## src/ccsu_pkg.sv

```systemverilog
// Package: encodings, field positions and reset values for the common command and status unit
// Functional notes
// RULE1 - Option query returns fixed keyword list, zeros absent
// RULE2 - Clear flag set: masks zero after power-up
// RULE3 - Clear flag off: masks restored from storage
// RULE4 - Recall restores whole state, slots 0..7
// RULE5 - Recall forces calibration off, trigger idle
// RULE6 - Reset loads factory default settings
// RULE7 - Reset or device-clear clears events, keeps enables
// RULE8 - Serial reset acts like parallel device-clear
// RULE9 - Save writes state into one of eight slots
// RULE10 - Bit 6 is OR of enabled byte bits
// RULE11 - Serial poll clears request bit, keeps summary
// RULE12 - Zero service mask never raises request
// RULE13 - Status byte fields at bits seven to three
// RULE14 - Status byte query clears nothing
// RULE15 - Poll reply shows request bit at 6
// RULE16 - Summary bit clears when feeding register read
// RULE17 - Trigger command pulses every bus-sourced subsystem
// RULE18 - Output, relay, trigger commands run overlapped
// RULE19 - Wait holds commands until overlapped work done
// RULE20 - Any further command cancels a pending wait; a further WAI instead keeps the hold while overlapped work is pending
// RULE21 - Event summary is OR of enabled events
// RULE22 - Reading standard event register clears it
package ccsu_pkg;
  // Command codes presented on the command port
  typedef enum logic [3:0] {
    CCSU_CMD_NONE, CCSU_CMD_OPT, CCSU_CMD_PSC, CCSU_CMD_RCL, CCSU_CMD_RST,
    CCSU_CMD_SAV, CCSU_CMD_SRE, CCSU_CMD_STB, CCSU_CMD_TRG, CCSU_CMD_WAI,
    CCSU_CMD_ESR, CCSU_CMD_ESE, CCSU_CMD_POLL, CCSU_CMD_OTHER
  } ccsu_cmd_t;
  // Status byte field positions
  localparam int CCSU_SB_OPERATION = 7;
  localparam int CCSU_SB_MASTER = 6;
  localparam int CCSU_SB_EVENT = 5;
  localparam int CCSU_SB_MSG_AVAIL = 4;
  localparam int CCSU_SB_QUESTIONABLE = 3;
  // Standard event bit raised at power-on
  localparam int CCSU_SE_POWER_ON = 7;
  localparam int CCSU_SLOTS = 8;
  localparam int CCSU_OPT_COUNT = 14;
  localparam logic [7:0] CCSU_MASK_RST = 8'h00;
  // Factory defaults loaded by reset
  localparam int CCSU_PROT_DELAY_MS = 100;
  localparam logic [15:0] CCSU_PROT_DELAY_RST = 16'(CCSU_PROT_DELAY_MS);
  localparam logic [15:0] CCSU_FREQ_RST = 16'h003c;
  localparam logic [15:0] CCSU_PHASE_RST = 16'h0000;
  localparam logic CCSU_SRC_IMM = 1'b0;
  localparam logic CCSU_SRC_BUS = 1'b1;
  // Saved state image
  typedef struct packed {
    logic cont_init;
    logic [15:0] prot_delay;
    logic [15:0] freq;
    logic [15:0] phase;
    logic trig_src;
    logic sync_src;
    logic [7:0] list_id;
  } ccsu_state_t;
  localparam ccsu_state_t CCSU_STATE_RST = '{1'b0, CCSU_PROT_DELAY_RST, CCSU_FREQ_RST,
    CCSU_PHASE_RST, CCSU_SRC_IMM, CCSU_SRC_IMM, 8'h00};
  localparam int CCSU_STATE_W = $bits(ccsu_state_t);
endpackage

```

## src/ccsu_slot_if.sv

```systemverilog
// Interface: save and recall port of the state slot store
`timescale 1ns/10ps
interface ccsu_slot_if;
  import ccsu_pkg::*;
  logic wr;
  logic [2:0] idx;
  ccsu_state_t wdata;
  ccsu_state_t rdata;
  modport ctrl (output wr, output idx, output wdata, input rdata);
  modport store (input wr, input idx, input wdata, output rdata);
endinterface

```

## src/ccsu_slot_store.sv

```systemverilog
// Eight-slot state store, contents kept across resets like nonvolatile memory
`timescale 1ns/10ps
module ccsu_slot_store
  import ccsu_pkg::*;
#(
  parameter int SLOTS = CCSU_SLOTS
) (
  // Clock
  input wire logic i_core_clk,
  // Slot port
  ccsu_slot_if.store slot
);
  ccsu_state_t mem_r [SLOTS];
  // No reset: the slots model storage that survives power cycles
  always_ff @(posedge i_core_clk) begin
    if (slot.wr) begin
      mem_r[slot.idx] <= slot.wdata; // [RULE9]
    end
  end
  assign slot.rdata = mem_r[slot.idx]; // [RULE4]
endmodule

```

## src/ccsu_top.sv

```systemverilog
// Common command interpreter: status byte, service request, save, recall, reset, wait
`timescale 1ns/10ps
module ccsu_top
  import ccsu_pkg::*;
#(
  parameter logic [CCSU_OPT_COUNT-1:0] OPT_INSTALLED = 14'h0001
) (
  // Clock and reset
  input wire logic i_core_clk,
  input wire logic i_sys_rst,
  // Command port from the parser
  input wire logic i_cmd_valid,
  input wire ccsu_cmd_t i_cmd,
  input wire logic [7:0] i_cmd_arg,
  input wire logic i_cmd_serial,
  input wire logic i_dev_clear,
  input wire logic i_get,
  // Summary inputs from other status groups
  input wire logic i_operation_sum,
  input wire logic i_questionable_sum,
  input wire logic i_msg_avail,
  input wire logic [7:0] i_std_event_set,
  input wire logic i_operation_read,
  input wire logic i_questionable_read,
  // Overlapped command tracking
  input wire logic i_ovl_start,
  input wire logic i_ovl_done,
  // Power-on clear flag as held in storage
  input wire logic i_psc_nv,
  // Replies
  output logic o_resp_valid,
  output logic [7:0] o_resp_data,
  output logic [CCSU_OPT_COUNT-1:0] o_opt_list,
  output logic o_srq,
  output logic o_hold,
  output logic o_trig_bus,
  output logic o_abort,
  output logic o_clear_events,
  output logic o_cal_enable,
  // Active settings
  output ccsu_state_t o_state,
  output logic o_psc
);
  typedef struct packed {
    logic [7:0] sre;
    logic [7:0] ese;
    logic [7:0] esr;
    logic operation_sum;
    logic questionable_sum;
    logic svc_req;
    logic master_prev;
    logic psc;
    logic pwr_done;
    logic [7:0] ovl_cnt;
    logic wait_hold;
    logic cal;
    ccsu_state_t st;
    logic resp_valid;
    logic [7:0] resp_data;
    logic srq;
    logic trig_bus;
    logic abort;
    logic clr;
  } ccsu_regs_t;

  ccsu_regs_t q_r;
  ccsu_regs_t q_nxt;
  // Restore copy of the enable masks; unknown until first written by a PSC command, or by SRE/ESE with the clear flag off, like an unwritten slot
  logic [7:0] nv_sre_r;
  logic [7:0] nv_sre_nxt;
  logic [7:0] nv_ese_r;
  logic [7:0] nv_ese_nxt;
  ccsu_slot_if slot ();

  ccsu_slot_store #(.SLOTS(CCSU_SLOTS)) u_store (
    .i_core_clk(i_core_clk),
    .slot(slot)
  );

  function automatic logic [7:0] stb_value(input ccsu_regs_t r, input logic msg_avail);
    logic [7:0] b;
    logic event_sum;
    b = 8'h00;
    event_sum = |(r.esr & r.ese); // [RULE21]
    b[CCSU_SB_OPERATION] = r.operation_sum; // [RULE13]
    b[CCSU_SB_EVENT] = event_sum;
    b[CCSU_SB_MSG_AVAIL] = msg_avail;
    b[CCSU_SB_QUESTIONABLE] = r.questionable_sum;
    b[CCSU_SB_MASTER] = |(b & r.sre); // [RULE10]
    return b;
  endfunction

  logic go;
  logic [7:0] stb;
  logic clear_req;
  logic master_sum;

  // Commands run even under a wait hold: a new command is what cancels the hold
  assign go = i_cmd_valid;
  assign stb = stb_value(q_r, i_msg_avail);
  assign master_sum = stb[CCSU_SB_MASTER];
  assign clear_req = i_dev_clear || (i_cmd_valid && i_cmd == CCSU_CMD_RST); // [RULE7] [RULE8]
  assign slot.idx = i_cmd_arg[2:0];
  assign slot.wr = i_cmd_valid && i_cmd == CCSU_CMD_SAV && i_cmd_arg < 8'(CCSU_SLOTS);
  assign slot.wdata = q_r.st; // [RULE9]

  always_comb begin
    q_nxt = q_r;
    nv_sre_nxt = nv_sre_r;
    nv_ese_nxt = nv_ese_r;
    q_nxt.resp_valid = 1'b0;
    q_nxt.trig_bus = 1'b0;
    q_nxt.abort = 1'b0;
    q_nxt.clr = 1'b0;
    // Power-up: restore or clear masks once after reset release
    if (!q_r.pwr_done) begin
      q_nxt.pwr_done = 1'b1;
      q_nxt.psc = i_psc_nv;
      if (i_psc_nv) begin
        q_nxt.sre = CCSU_MASK_RST; // [RULE2]
        q_nxt.ese = CCSU_MASK_RST;
      end else begin
        q_nxt.sre = nv_sre_r; // [RULE3]
        q_nxt.ese = nv_ese_r;
      end
      q_nxt.esr[CCSU_SE_POWER_ON] = 1'b1;
    end
    // Summary sources: a read clears, a new set in the same cycle wins
    if (i_operation_read) q_nxt.operation_sum = 1'b0; // [RULE16]
    if (i_questionable_read) q_nxt.questionable_sum = 1'b0;
    if (i_operation_sum) q_nxt.operation_sum = 1'b1;
    if (i_questionable_sum) q_nxt.questionable_sum = 1'b1;
    // Overlapped command counter; wait hold releases when it drains
    if (i_ovl_start && !i_ovl_done) q_nxt.ovl_cnt = q_r.ovl_cnt + 8'h01; // [RULE18]
    else if (!i_ovl_start && i_ovl_done && q_r.ovl_cnt != 8'h00)
      q_nxt.ovl_cnt = q_r.ovl_cnt - 8'h01;
    if (q_r.wait_hold && q_nxt.ovl_cnt == 8'h00) q_nxt.wait_hold = 1'b0; // [RULE19]
    if (i_get) q_nxt.trig_bus = 1'b1;
    if (go) begin
      if (q_r.wait_hold && i_cmd != CCSU_CMD_WAI) q_nxt.wait_hold = 1'b0; // [RULE20]
      case (i_cmd)
        CCSU_CMD_OPT: begin
          q_nxt.resp_valid = 1'b1; // [RULE1]
          q_nxt.resp_data = 8'(CCSU_OPT_COUNT);
        end
        CCSU_CMD_PSC: begin
          q_nxt.psc = i_cmd_arg != 8'h00;
          nv_sre_nxt = q_r.sre;
          nv_ese_nxt = q_r.ese;
        end
        CCSU_CMD_RCL: begin
          if (i_cmd_arg < 8'(CCSU_SLOTS)) begin
            q_nxt.st = slot.rdata; // [RULE4]
            q_nxt.cal = 1'b0; // [RULE5]
            q_nxt.abort = 1'b1;
          end
        end
        CCSU_CMD_RST: begin
          q_nxt.st = CCSU_STATE_RST; // [RULE6]
          q_nxt.abort = 1'b1;
        end
        CCSU_CMD_SRE: begin
          q_nxt.sre = i_cmd_arg; // [RULE10]
          if (!q_r.psc) nv_sre_nxt = i_cmd_arg;
        end
        CCSU_CMD_ESE: begin
          q_nxt.ese = i_cmd_arg;
          if (!q_r.psc) nv_ese_nxt = i_cmd_arg;
        end
        CCSU_CMD_STB: begin
          q_nxt.resp_valid = 1'b1; // [RULE14]
          q_nxt.resp_data = stb;
        end
        CCSU_CMD_POLL: begin
          q_nxt.resp_valid = 1'b1;
          q_nxt.resp_data = {stb[7], q_r.svc_req, stb[5:0]}; // [RULE15]
          q_nxt.svc_req = 1'b0; // [RULE11]
        end
        CCSU_CMD_ESR: begin
          q_nxt.resp_valid = 1'b1;
          q_nxt.resp_data = q_r.esr;
          q_nxt.esr = 8'h00; // [RULE22]
        end
        CCSU_CMD_TRG: q_nxt.trig_bus = 1'b1; // [RULE17]
        CCSU_CMD_WAI: q_nxt.wait_hold = q_r.ovl_cnt != 8'h00 || i_ovl_start; // [RULE19]
        default: ;
      endcase
    end
    if (clear_req) begin
      q_nxt.esr = 8'h00; // [RULE7]
      q_nxt.operation_sum = 1'b0;
      q_nxt.questionable_sum = 1'b0;
      q_nxt.svc_req = 1'b0;
      q_nxt.clr = 1'b1;
      q_nxt.wait_hold = 1'b0;
    end
    // New events win over a clear in the same cycle
    q_nxt.esr = q_nxt.esr | i_std_event_set;
    // Request raised on rising summary; zero mask keeps it low
    if (master_sum && !q_r.master_prev && q_r.sre != 8'h00) q_nxt.svc_req = 1'b1; // [RULE12]
    q_nxt.master_prev = master_sum;
    q_nxt.srq = q_nxt.svc_req && q_r.sre != 8'h00; // [RULE12]
  end

  always_ff @(posedge i_core_clk or posedge i_sys_rst) begin
    if (i_sys_rst) begin
      q_r <= '0;
      q_r.st <= CCSU_STATE_RST;
    end else begin
      q_r <= q_nxt;
    end
  end

  // No reset: this copy stands in for storage that survives power cycles
  always_ff @(posedge i_core_clk) begin
    if (!i_sys_rst) begin
      nv_sre_r <= nv_sre_nxt; // [RULE3]
      nv_ese_r <= nv_ese_nxt;
    end
  end

  // Option list is fixed by build; a zero bit marks an absent feature
  logic [CCSU_OPT_COUNT-1:0] opt_r;
  always_ff @(posedge i_core_clk or posedge i_sys_rst) begin
    if (i_sys_rst) opt_r <= '0;
    else opt_r <= OPT_INSTALLED; // [RULE1]
  end

  assign o_resp_valid = q_r.resp_valid;
  assign o_resp_data = q_r.resp_data;
  assign o_opt_list = opt_r;
  assign o_srq = q_r.srq;
  assign o_hold = q_r.wait_hold;
  assign o_trig_bus = q_r.trig_bus;
  assign o_abort = q_r.abort;
  assign o_clear_events = q_r.clr;
  assign o_cal_enable = q_r.cal;
  assign o_state = q_r.st;
  assign o_psc = q_r.psc;
endmodule

```

## config.mk

```make
export PLATFORM = sky130hd
export DESIGN_NAME = ccsu_top
export DESIGN_NICKNAME = d
export VERILOG_FILES = /design/src/ccsu_pkg.sv /design/src/ccsu_slot_if.sv /design/src/ccsu_slot_store.sv /design/src/ccsu_top.sv
export SDC_FILE = /design/constraint.sdc
export NUM_CORES = 1
export LEC_CHECK = 0
export BUFFER_PORTS_ARGS = -buffer_cell sky130_fd_sc_hd__buf_4
export CAP_MARGIN = 25
export CORE_AREA = 2 2 201 203
export DETAILED_ROUTE_END_ITERATION = 10
export DIE_AREA = 0 0 203 205
export GPL_TIMING_DRIVEN = 0
export PLACE_DENSITY = 0.86
export SYNTH_ARGS = -nofsm -noshare
export SYNTH_HDL_FRONTEND = slang
export SYNTH_SLANG_ARGS = --single-unit
```

## constraint.sdc

```tcl
create_clock -name i_core_clk -period 4.25 [get_ports i_core_clk]
set_input_delay 0.2125 -clock i_core_clk [delete_from_list [all_inputs] [get_ports i_core_clk]]
set_output_delay 0.2125 -clock i_core_clk [all_outputs]
set_load 0.005 [all_outputs]
```

==> results.py, run 1 <==
metrics = {
    "run_status": {
        "status": "finished clean",
    },
    "finish": {
        "fillCellCount": 2265,
        "final_core_utilization_pct": 71.7,
        "post_route_cells_drive_above_1_share_pct": 26.8,
        "finish.net_count": 1754,
        "area_growth_pct": 18.2,
    },
    "power": {
        "p_per_area_nw_per_um2": 456,
        "total_leakage_power_nw": 10.4,
        "total_power_mw": 12.9,
        "vdd.ir_drop.worst_uv": 408,
    },
    "synth": {
        "synth.cells.most_frequent": "sky130_fd_sc_hd__edfxtp_1 (488), sky130_fd_sc_hd__dfrtp_1 (104), sky130_fd_sc_hd__nand2_1 (91), sky130_fd_sc_hd__buf_4 (83), sky130_fd_sc_hd__nor2_1 (73)",
        "synth-edff-count": 488,
        "synth-async-reset-ratio_pct": 18.5,
        "yosysTopAreaCellShare_pct": 61.4,
        "synth.lib_cells_used.distinct": 67,
        "synthAdderAreaFrac_pct": 0.157,
        "mappedNetlistArea_um2": 23900,
        "post_synth.cell_area_avg_um2": 16.1,
        "synth.area.mux_share_pct": 8.75,
        "synth.yosys.warnings": 0,
        "synth_largest_area_cell": "sky130_fd_sc_hd__edfxtp_1",
        "synth-seq-area-share_pct": 73.0,
        "post_synth_main_area_contributors": "sky130_fd_sc_hd__edfxtp_1 (61%), sky130_fd_sc_hd__dfrtp_1 (11%), sky130_fd_sc_hd__mux4_2 (3.6%)",
        "synth_xor_xnor_area_share_pct": 0.257,
        "synthesized_flop_and_latch_total": 599,
        "synth_compound_area_share_pct": 8.96,
        "synth_simple_gate_area_share_pct": 4.48,
        "yosysMostFrequentCell": "sky130_fd_sc_hd__edfxtp_1",
        "yosys_most_used_dff": "sky130_fd_sc_hd__edfxtp_1",
        "post_synth_inst_count": 1486,
        "largest_family_of_logic_cells_by_synthesized_area": "compound AO/OA/AOI/OAI gates",
    },
    "floorplanning": {
        "placeableCoreArea_um2": 39400,
        "floorplan.initialDensity_pct": 60.7,
        "core.rowCount": 73,
        "top_level_ports": 123,
        "die_height_um": 205,
        "horizontal_die_dimension_um": 203,
        "fp.dieArea_um2": 41600,
    },
    "clock_network": {
        "cts_resized": 0,
        "clock_tree.root_cell": "sky130_fd_sc_hd__clkbuf_16",
        "cts_hold_buffers": 24,
        "clock_tree.htree_level_count": 2,
        "tritoncts": "built",
        "cts_post_setup_buffers_inserted": 0,
        "tritoncts.num_buffers": 56,
        "clock_sink_count": 599,
        "worst_skew_pair.late_latency_ns": 0.64,
        "clk_transition_reported_paths_ns": 0.06,
        "max-clock-path-buffers": 3,
    },
    "timing": {
        "final.period_utilization_pct": 80.7,
        "hold_ws_ns": 0.121,
        "tightestPinTransition_ns": 1.11,
        "fmaxAchievable_ghz": 0.292,
        "timing.clock.skew_ns": 0.0672,
        "final_hold_viol_count": 0,
        "timing.final.setup_violations": 0,
        "period_needed_ns": 3.43,
        "grt_setup_unrepaired": "false",
        "timing_max_transition_violations_final": 0,
        "slew-limit-headroom_pct": 25.4,
    },
    "detailed_routing": {
        "drt_iter0_drc": 2117,
        "drt_wl_total_um": 63300,
        "detail-route-antenna-nets": 0,
        "detail_route.drc_violations": 0,
        "detailroute.via_count": 14977,
        "vias_per_cell": 6.54,
        "detailedRoute.firstPassIterationCount": 6,
        "wl_per_cell_um": 27.6,
    },
    "worst_setup_path": {
        "worstPathRequired_ns": 4.58,
        "cp_max_fo": 22,
        "critical_path_arrival_ns": 3.76,
        "worstSetupEndpointType": "flip-flop",
        "worstSetupPathType": "in -> reg",
        "cp-start-kind": "primary input",
    },
    "placed_design": {
        "post-dp-hpwl_um": 38200,
        "portBuffers": 102,
        "gpl.final_weighted_congestion": 0.858,
    },
    "global_routing": {
        "gr-usage-all-layers_pct": 31.1,
        "grt-ovfl-total": 0,
        "antenna_found_initial": 1,
        "largest_net_degree_at_the_start_of_global_routing": 63,
        "grt_first_pass_wirelength_um": 94600,
        "first_global_vias": 15345,
    },
    "hold_path": {
        "worst_hold_path_type": "in -> reg",
    },
    "run": {
        "max_cap_violations": 0,
    },
}
stage by stage:
step / TNS (ns) / worst slack [ns] / cells / area [µm²]
6_report: 0 / 0.820 / 2290 / 28200
3_3_place_gp: -1353.55 / -4.08 / 2126 / 25400
4_1_cts: 0 / 0.943 / 2289 / 28200
2_1_floorplan: -66.38 / -0.563 / 1499 / 24000
5_1_grt: 0 / 0.852 / 2289 / 28200
3_5_place_dp: 0 / 0.274 / 2160 / 26000
metal layers:
layer | share of wire (%) | vias up | GRT usage [%] | wire length, µm
met5 | 0 | - | 0 | 0
li1 | - | 6155 | - | -
met3 | 11 | 260 | 8.11 | 7080
met1 | 35 | 7417 | 38.4 | 21900
met4 | 5.3 | 0 | 15.6 | 3350
met2 | 49 | 1145 | 51.2 | 31000
layout make-up:
cell class | count | area [µm²] | share of cell area, %
buffer | 160 | 981 | 3.48
sequential | 599 | 17400 | 61.8
inverter | 15 | 61.3 | 0.217
clock inverter | 28 | 412 | 1.46
clock buffer | 77 | 1540 | 5.46
multi-input combinational | 725 | 5540 | 19.6
tap | 525 | 657 | 2.33
timing repair buffer | 160 | 1590 | 5.64
antenna | 1 | 2.50 | 0.00887
final timing paths:
kind / end / cells past startpoint / slack, ns / from
worst max-delay path: u_store.mem_r[3][34] / 8 / 0.82 / i_cmd_arg[1]
worst min-delay path: o_resp_data[0] / 2 / 0.12 / i_cmd_valid
worst max register to register: o_hold / 8 / 1.93 / q_r[74]
worst min register to register: o_resp_data[0] / 1 / 0.51 / o_resp_data[0]
max in group asynchronous: o_state[31] / 4 / 3.17 / i_sys_rst
min in group asynchronous: q_r[86] / 3 / 0.27 / i_sys_rst
layout by cell type, fill, tap and decap left out, drive strengths merged, types with 13 or more instances in the layout:
cell type,instances
a22oi,28
buf,263
clkbuf,110
inv,17
a21oi,70
nand2,91
nor2,74
dlygate4sd3,24
a22o,14
nor3,13
dfrtp,104
o21ai,82
mux2i,58
clkinv,17
mux4,38
edfxtp,488
conb,15
mux2,58
a221oi,72
logic make-up (layout without fill, tap and decap cells):
logic type / after synthesis / count (layout)
simple gates: 229 / 229
mux: 154 / 154
xor+xnor: 7 / 7
buf+inv: 175 / 440
fa+ha+maj: 3 / 3
flops: 599 / 599
compound gates: 317 / 317
other cells: 2 / 16
report_power, final:
part,internal [mW],switching (mW),total [mW]
combinational,0.440,0.561,1.00
sequential,6.46,0.155,6.62
clock,3.05,2.21,5.26
total,9.95,2.92,12.9
flip-flops by register name, indices dropped and copies added, names as in the netlist:
| register | cells |
|---|---|
| u_store.mem_r | 472 |
| o_state | 59 |
| q_r | 36 |
| nv_ese_r | 8 |
| nv_sre_r | 8 |
| o_resp_data | 8 |
| o_abort | 1 |
| o_clear_events | 1 |
| o_hold | 1 |
| o_opt_list | 1 |
| o_psc | 1 |
| o_resp_valid | 1 |
| o_srq | 1 |
| o_trig_bus | 1 |
worst max-delay path, cell delays in order:
cell and delay (ns):
sky130_fd_sc_hd__buf_2 0.19, sky130_fd_sc_hd__buf_1 0.65, sky130_fd_sc_hd__clkbuf_1 0.71, sky130_fd_sc_hd__buf_2 0.51, sky130_fd_sc_hd__nand2_1 0.24, sky130_fd_sc_hd__nor2_4 0.68, sky130_fd_sc_hd__buf_12 0.29, sky130_fd_sc_hd__buf_12 0.23
(Power assumes the default switching activity.)
==> run 2: changes to the inputs <==
--- a/config.mk
+++ b/config.mk
@@ -7,11 +7,11 @@
 export LEC_CHECK = 0
 export BUFFER_PORTS_ARGS = -buffer_cell sky130_fd_sc_hd__buf_4
 export CAP_MARGIN = 25
-export CORE_AREA = 2 2 201 203
+export CORE_AREA = 2 2 212 214
 export DETAILED_ROUTE_END_ITERATION = 10
-export DIE_AREA = 0 0 203 205
+export DIE_AREA = 0 0 214 216
 export GPL_TIMING_DRIVEN = 0
-export PLACE_DENSITY = 0.86
+export PLACE_DENSITY = 0.82
 export SYNTH_ARGS = -nofsm -noshare
 export SYNTH_HDL_FRONTEND = slang
 export SYNTH_SLANG_ARGS = --single-unit
==> constraint.sdc (replaced) <==
create_clock -name i_core_clk -period 3.1 [get_ports i_core_clk]
set_input_delay 0.155 -clock i_core_clk [delete_from_list [all_inputs] [get_ports i_core_clk]]
set_output_delay 0.155 -clock i_core_clk [all_outputs]
set_load 0.005 [all_outputs]
==> run 2 against run 1 <==
  * Register-to-register slack worse by 1.1 ns
  * Global-route usage down 3.8 points
  * Sequential share of layout area down 0.22 points
  * Cell area increased by 0.36%
  * Sequential power rose by 37%
  * Hold slack got worse by 0.090 ns
  * Utilization shrank 7.1 points
  * Non-clock buffer count is 6 higher
  * Clock-buffer cell count is 7 lower
  * Worst setup slack worse by 0.79 ns
  * First-iteration DRC count is 9.4% lower
  * Critical path depth shrank 1
==> results.py, run 2 (synthesis results as in run 1) <==
metrics = {
    "run_status": {
        "status": "finished clean",
    },
    "power": {
        "vdd.ir_drop.worst_uv": 783,
        "p_int_mw": 13.2,
        "clkPwrFrac_pct": 39.0,
        "sw_frac_of_total_pct": 23.1,
        "total_power_mw": 17.1,
        "combinationalPowerShare_pct": 8.0,
        "pwr-share-seq_pct": 53.0,
        "power.net_switching_mw": 3.95,
        "p_per_area_nw_per_um2": 604,
        "total_leakage_power_nw": 10.4,
    },
    "finish": {
        "final_cells": 2363,
        "layout_commonest_cell": "sky130_fd_sc_hd__edfxtp_1",
        "final_core_utilization_pct": 64.6,
        "finish.net_count": 1761,
        "area_growth_pct": 18.6,
        "layout.cell_area.non_filler_um2": 28300,
        "largest_register_ffs": 472,
        "layout_common_cells": "sky130_fd_sc_hd__edfxtp_1 (488), sky130_fd_sc_hd__buf_4 (190), sky130_fd_sc_hd__dfrtp_1 (104)",
        "largest_register": "u_store.mem_r",
        "num_antenna_cells": 0,
        "post_route_cells_drive_above_1_share_pct": 27.3,
        "fillCellCount": 2832,
    },
    "global_routing": {
        "largest_net_degree_at_the_start_of_global_routing": 38,
        "antenna_found_initial": 0,
        "grt_first_pass_wirelength_um": 93600,
        "gr-usage-all-layers_pct": 27.3,
        "first_global_vias": 15021,
        "grt-ovfl-total": 0,
    },
    "timing": {
        "tightestPinTransition_ns": 1.14,
        "timing.clock.skew_ns": 0.0246,
        "grt_setup_unrepaired": "false",
        "fmaxAchievable_ghz": 0.326,
        "slew-limit-headroom_pct": 24.0,
        "timing_max_transition_violations_final": 0,
        "finalWorstSetupSlack_ns": 0.0310,
        "timing.final.setup_violations": 0,
        "period_needed_ns": 3.07,
        "final_hold_viol_count": 0,
        "final.period_utilization_pct": 99.0,
    },
    "floorplanning": {
        "horizontal_die_dimension_um": 214,
        "placeableCoreArea_um2": 43800,
        "core.rowCount": 77,
        "die_height_um": 216,
        "fp.dieArea_um2": 46200,
        "top_level_ports": 123,
        "floorplan.initialDensity_pct": 54.5,
    },
    "detailed_routing": {
        "vias_per_cell": 6.26,
        "wl_per_cell_um": 26.7,
        "detail-route-antenna-nets": 0,
        "drt_iter0_drc": 1919,
        "drt_wl_total_um": 63100,
        "detail_route.drc_violations": 0,
        "detailroute.via_count": 14784,
        "detailedRoute.firstPassIterationCount": 6,
    },
    "worst_setup_path": {
        "timing.critical_path.cells": "buf_2, inv_2, clkbuf_1, clkdlybuf4s15_1, nand2_1, nor2_4, buf_12",
        "worstSetupPathType": "in -> reg",
        "timing.critical_path.max_delay_family": "buffers and inverters",
        "cp_max_fo": 25,
        "slowest_stage_delay_on_critical_path_ns": 0.83,
        "worstSetupEndpointType": "flip-flop",
        "worst_r2r_endpoint": "o_hold",
        "reg2reg_slack_ns": 0.86,
        "critical_path_arrival_ns": 3.39,
        "ff2ff_path_depth": 8,
        "worstSetupStartpoint": "i_cmd_arg[2]",
        "regToRegStartpoint": "q_r[74]",
        "critical_path_buf_inv_count": 5,
        "number_of_logic_stages_on_the_critical_path_including_buffering": 7,
        "critPathSlowestCell": "sky130_fd_sc_hd__clkdlybuf4s15_1",
        "worstPathRequired_ns": 3.42,
        "cp-start-kind": "primary input",
        "worst_setup_path_endpoint": "u_store.mem_r[3][13]",
    },
    "clock_network": {
        "cts_post_setup_buffers_inserted": 0,
        "tritoncts.num_buffers": 56,
        "clock_tree.root_cell": "sky130_fd_sc_hd__clkbuf_16",
        "clock_tree.htree_level_count": 2,
        "clk_transition_reported_paths_ns": 0.06,
        "tritoncts": "built",
        "worst_skew_pair.late_latency_ns": 0.63,
        "max-clock-path-buffers": 3,
        "clock_sink_count": 599,
    },
    "hold_path": {
        "min_path_cells": 4,
        "worst_hold_path_type": "in -> reg",
        "hold_path_startpoint": "i_ovl_start",
    },
    "placed_design": {
        "post-dp-hpwl_um": 38600,
        "placed_cells": 2230,
        "detailedPlace.worstSlack_ns": -0.593,
        "gpl.final_weighted_congestion": 0.853,
        "portBuffers": 102,
        "placed_cell_area_um2": 26300,
    },
    "run": {
        "max_cap_violations": 0,
    },
}
-- run 2: timing repair --
| item | CTS | global route |
|---|---|---|
| hold buffers | 26 | 0 |
| endpoints found under the hold margin | 141 | 0 |
| endpoints found under the setup margin | 0 | 26 |
| gates resized for setup | 0 | 1 |
-- run 2: worst min-delay path by stage --
| stage | end | slack, ns |
|---|---|---|
| 2_1_floorplan | q_r[88] | 0.25 |
| 3_3_place_gp | q_r[91] | 0.34 |
| 3_5_place_dp | q_r[87] | 0.21 |
| 4_1_cts | q_r[74] | 0.02 |
| 5_1_grt | q_r[74] | 0.04 |
| 6_report | q_r[74] | 0.03 |
-- run 2: cell type report --
type | count | area, µm² | share of cell area [%]
Sequential cell | 599 | 17400 | 61.6
Multi-Input combinational cell | 726 | 5560 | 19.6
Inverter | 15 | 60.1 | 0.212
Clock inverter | 35 | 293 | 1.03
Clock buffer | 70 | 1500 | 5.28
Buffer | 160 | 1030 | 3.64
Timing Repair Buffer | 166 | 1700 | 6.01
Tap cell | 592 | 741 | 2.61
-- run 2: worst min-delay path, stage by stage --
cell and delay, ns:
sky130_fd_sc_hd__buf_4 0.11, sky130_fd_sc_hd__nand2b_1 0.15, sky130_fd_sc_hd__nand2_1 0.12, sky130_fd_sc_hd__xnor2_1 0.06
-- run 2: metrics by stage --
step	setup TNS (ns)	hold WS, ns
after floorplan	-17.49	0.247
after detailed placement	-55.54	0.214
after CTS	0	0.0160
final	0	0.0302
after global routing	0	0.0436
after global placement	-656.11	0.336
-- run 2: metal layers --
| layer | track usage [%] | routed length (µm) | vias up |
|---|---|---|---|
| li1 | - | - | 6178 |
| met1 | 34.7 | 22500 | 7319 |
| met2 | 44.9 | 30500 | 1075 |
| met3 | 5.99 | 7060 | 212 |
| met4 | 13.2 | 3100 | 0 |
| met5 | 0 | 0 | - |
-- run 2: power groups by stage --
stage	combinational (mW)	sequential, mW	clock (mW)
floorplan	0.878	9.16	0
global placement	1.24	9.21	0
detailed placement	1.30	9.23	0
CTS	1.35	9.06	6.69
global route	1.47	9.09	7.01
finish	1.37	9.07	6.67
==> run 3: changes to the inputs <==
--- a/config.mk
+++ b/config.mk
@@ -7,11 +7,12 @@
 export LEC_CHECK = 0
 export BUFFER_PORTS_ARGS = -buffer_cell sky130_fd_sc_hd__buf_4
 export CAP_MARGIN = 25
-export CORE_AREA = 2 2 212 214
+export CORE_AREA = 2 2 208 210
+export CTS_BUF_LIST = sky130_fd_sc_hd__clkbuf_4
 export DETAILED_ROUTE_END_ITERATION = 10
-export DIE_AREA = 0 0 214 216
+export DIE_AREA = 0 0 210 212
 export GPL_TIMING_DRIVEN = 0
-export PLACE_DENSITY = 0.82
+export PLACE_DENSITY = 0.84
 export SYNTH_ARGS = -nofsm -noshare
 export SYNTH_HDL_FRONTEND = slang
 export SYNTH_SLANG_ARGS = --single-unit
==> run 3 against run 2 <==
  * Flip-flop and latch count did not move
  * Largest cell class unchanged
  * Sequential power barely moved
  * Critical path type unchanged
  * Utilization rose by 2.8 points
==> results.py, run 3 (synthesis results as in run 1) <==
metrics = {
    "worst_setup_path": {
        "worstSetupStartpoint": "i_cmd_arg[2]",
        "cp-start-kind": "primary input",
        "regToRegStartpoint": "q_r[74]",
        "worstPathRequired_ns": 3.66,
        "cp_max_fo": 21,
        "worstSetupEndpointType": "flip-flop",
        "critical_path_arrival_ns": 3.64,
        "reg2reg_slack_ns": 0.84,
        "worstSetupPathType": "in -> reg",
    },
    "finish": {
        "final_cells": 2506,
        "area_growth_pct": 19.9,
        "fillCellCount": 2620,
        "layout_commonest_cell": "sky130_fd_sc_hd__edfxtp_1",
        "final_core_utilization_pct": 67.4,
        "finish.net_count": 1876,
        "layout_common_cells": "sky130_fd_sc_hd__edfxtp_1 (488), sky130_fd_sc_hd__clkbuf_4 (232), sky130_fd_sc_hd__buf_4 (190)",
        "multiInputGateArea_um2": 5560,
        "largest_register": "u_store.mem_r",
        "layout.cell_area.non_filler_um2": 28600,
        "layout.area.seq_um2": 17400,
        "post_route_cells_drive_above_1_share_pct": 32.8,
        "largest_register_ffs": 472,
    },
    "placed_design": {
        "portBuffers": 102,
        "placed_cells": 2181,
        "placed_cell_area_um2": 26100,
        "post-dp-hpwl_um": 39000,
        "gpl.final_weighted_congestion": 0.865,
        "detailedPlace.worstSlack_ns": -0.643,
    },
    "detailed_routing": {
        "detailroute.via_count": 15726,
        "detail_route.drc_violations": 0,
        "wl_per_cell_um": 26.0,
        "drt_iter0_drc": 2087,
        "drt_wl_total_um": 65100,
        "vias_per_cell": 6.28,
        "detail-route-antenna-nets": 0,
        "detailedRoute.firstPassIterationCount": 9,
    },
    "global_routing": {
        "first_global_vias": 16188,
        "largest_net_degree_at_the_start_of_global_routing": 39,
        "grt-ovfl-total": 0,
        "grt_first_pass_wirelength_um": 95800,
        "gr-usage-all-layers_pct": 29.5,
        "antenna_found_initial": 2,
    },
    "timing": {
        "timing.final.setup_violations": 0,
        "final_hold_viol_count": 0,
        "timing_max_transition_violations_final": 0,
        "tightestPinTransition_ns": 1.13,
        "final.period_utilization_pct": 99.3,
        "grt_setup_unrepaired": "false",
        "hold_ws_ns": 0.0213,
        "period_needed_ns": 3.08,
        "fmaxAchievable_ghz": 0.325,
        "slew-limit-headroom_pct": 24.3,
        "timing.clock.skew_ns": 0.0684,
        "finalWorstSetupSlack_ns": 0.0204,
    },
    "power": {
        "vdd.ir_drop.worst_uv": 432,
        "total_leakage_power_nw": 10.8,
        "p_per_area_nw_per_um2": 602,
    },
    "floorplanning": {
        "floorplan.initialDensity_pct": 56.2,
        "fp.dieArea_um2": 44500,
        "horizontal_die_dimension_um": 210,
        "core.rowCount": 76,
        "top_level_ports": 123,
        "die_height_um": 212,
        "placeableCoreArea_um2": 42500,
    },
    "clock_network": {
        "tritoncts": "built",
        "cts_post_setup_buffers_inserted": 0,
        "worst_skew_pair.late_latency_ns": 0.91,
        "tritoncts.num_buffers": 143,
        "clock_tree.htree_level_count": 4,
        "clock_tree.root_cell": "sky130_fd_sc_hd__clkbuf_4",
        "max-clock-path-buffers": 3,
        "clk_transition_reported_paths_ns": 0.08,
        "clock_sink_count": 599,
    },
    "run_status": {
        "status": "finished clean",
    },
    "run": {
        "max_cap_violations": 0,
    },
    "hold_path": {
        "hold_path_startpoint": "i_cmd_arg[2]",
        "worst_hold_path_type": "in -> reg",
    },
}
run 3: cell count changes in the layout (fill, tap and decap cells not counted), sizes merged:
cell,previous run,this run
buf,266,265
dlygate4sd3,26,57
clkinv,29,25
diode,0,1
clkdlybuf4s15,1,0
clkbuf,103,264
nor2,75,74
bufinv,3,2
inv,14,18
run 3: worst paths after layout:
check                                            end  cells after the start
worst max-delay path            u_store.mem_r[3][51]                      8
worst min-delay path                     o_state[56]                      5
worst max register to register                o_hold                      8
worst min register to register        o_resp_data[2]                      2
max in group asynchronous                o_state[25]                      6
min in group asynchronous                    q_r[92]                      4
run 3: critical path: stages:
cell                       delay [ns]
sky130_fd_sc_hd__buf_2           0.16
sky130_fd_sc_hd__inv_2           0.14
sky130_fd_sc_hd__clkbuf_1        0.64
sky130_fd_sc_hd__buf_1           0.88
sky130_fd_sc_hd__nand2_1         0.35
sky130_fd_sc_hd__nor2_4          0.78
sky130_fd_sc_hd__buf_12          0.29
sky130_fd_sc_hd__buf_12          0.22
run 3: cell type report:
class	count	share of cell area (%)
Tap cell	546	2.38
Timing Repair Buffer	195	6.78
Sequential cell	599	60.9
Clock buffer	231	6.05
Buffer	160	3.58
Multi-Input combinational cell	725	19.4
Inverter	15	0.210
Antenna cell	1	0.00874
Clock inverter	34	0.699
run 3: per-layer routing:
layer / up-vias / routed length (µm) / share of wire (%) / global-route usage [%]
met5: - / 12 / 0.018 / 0
met4: 2 / 3340 / 5.1 / 16.5
met3: 278 / 7420 / 11 / 7.90
met2: 1274 / 31600 / 49 / 48.6
met1: 7643 / 22700 / 35 / 35.7
li1: 6529 / - / - / -
run 3: stage by stage:
step / setup TNS, ns / total power, mW
floorplan: -17.49 / 10.0
global placement: -645.83 / 10.5
detailed placement: -38.54 / 10.5
CTS: 0 / 17.2
global route: 0 / 17.8
finish: 0 / 17.2
run 3: repair_timing:
action / 4_1_cts / 5_1_grt
hold buffers: 57 / 0
resized for setup: 0 / 0
endpoints found under the hold margin: 201 / 0
run 3: power by group:
part	internal [mW]	leakage (nW)	switching [mW]
Sequential	8.85	5.96	0.219
Clock	3.55	1.16	3.20
Combinational	0.645	3.63	0.774
Total	13.0	10.8	4.19
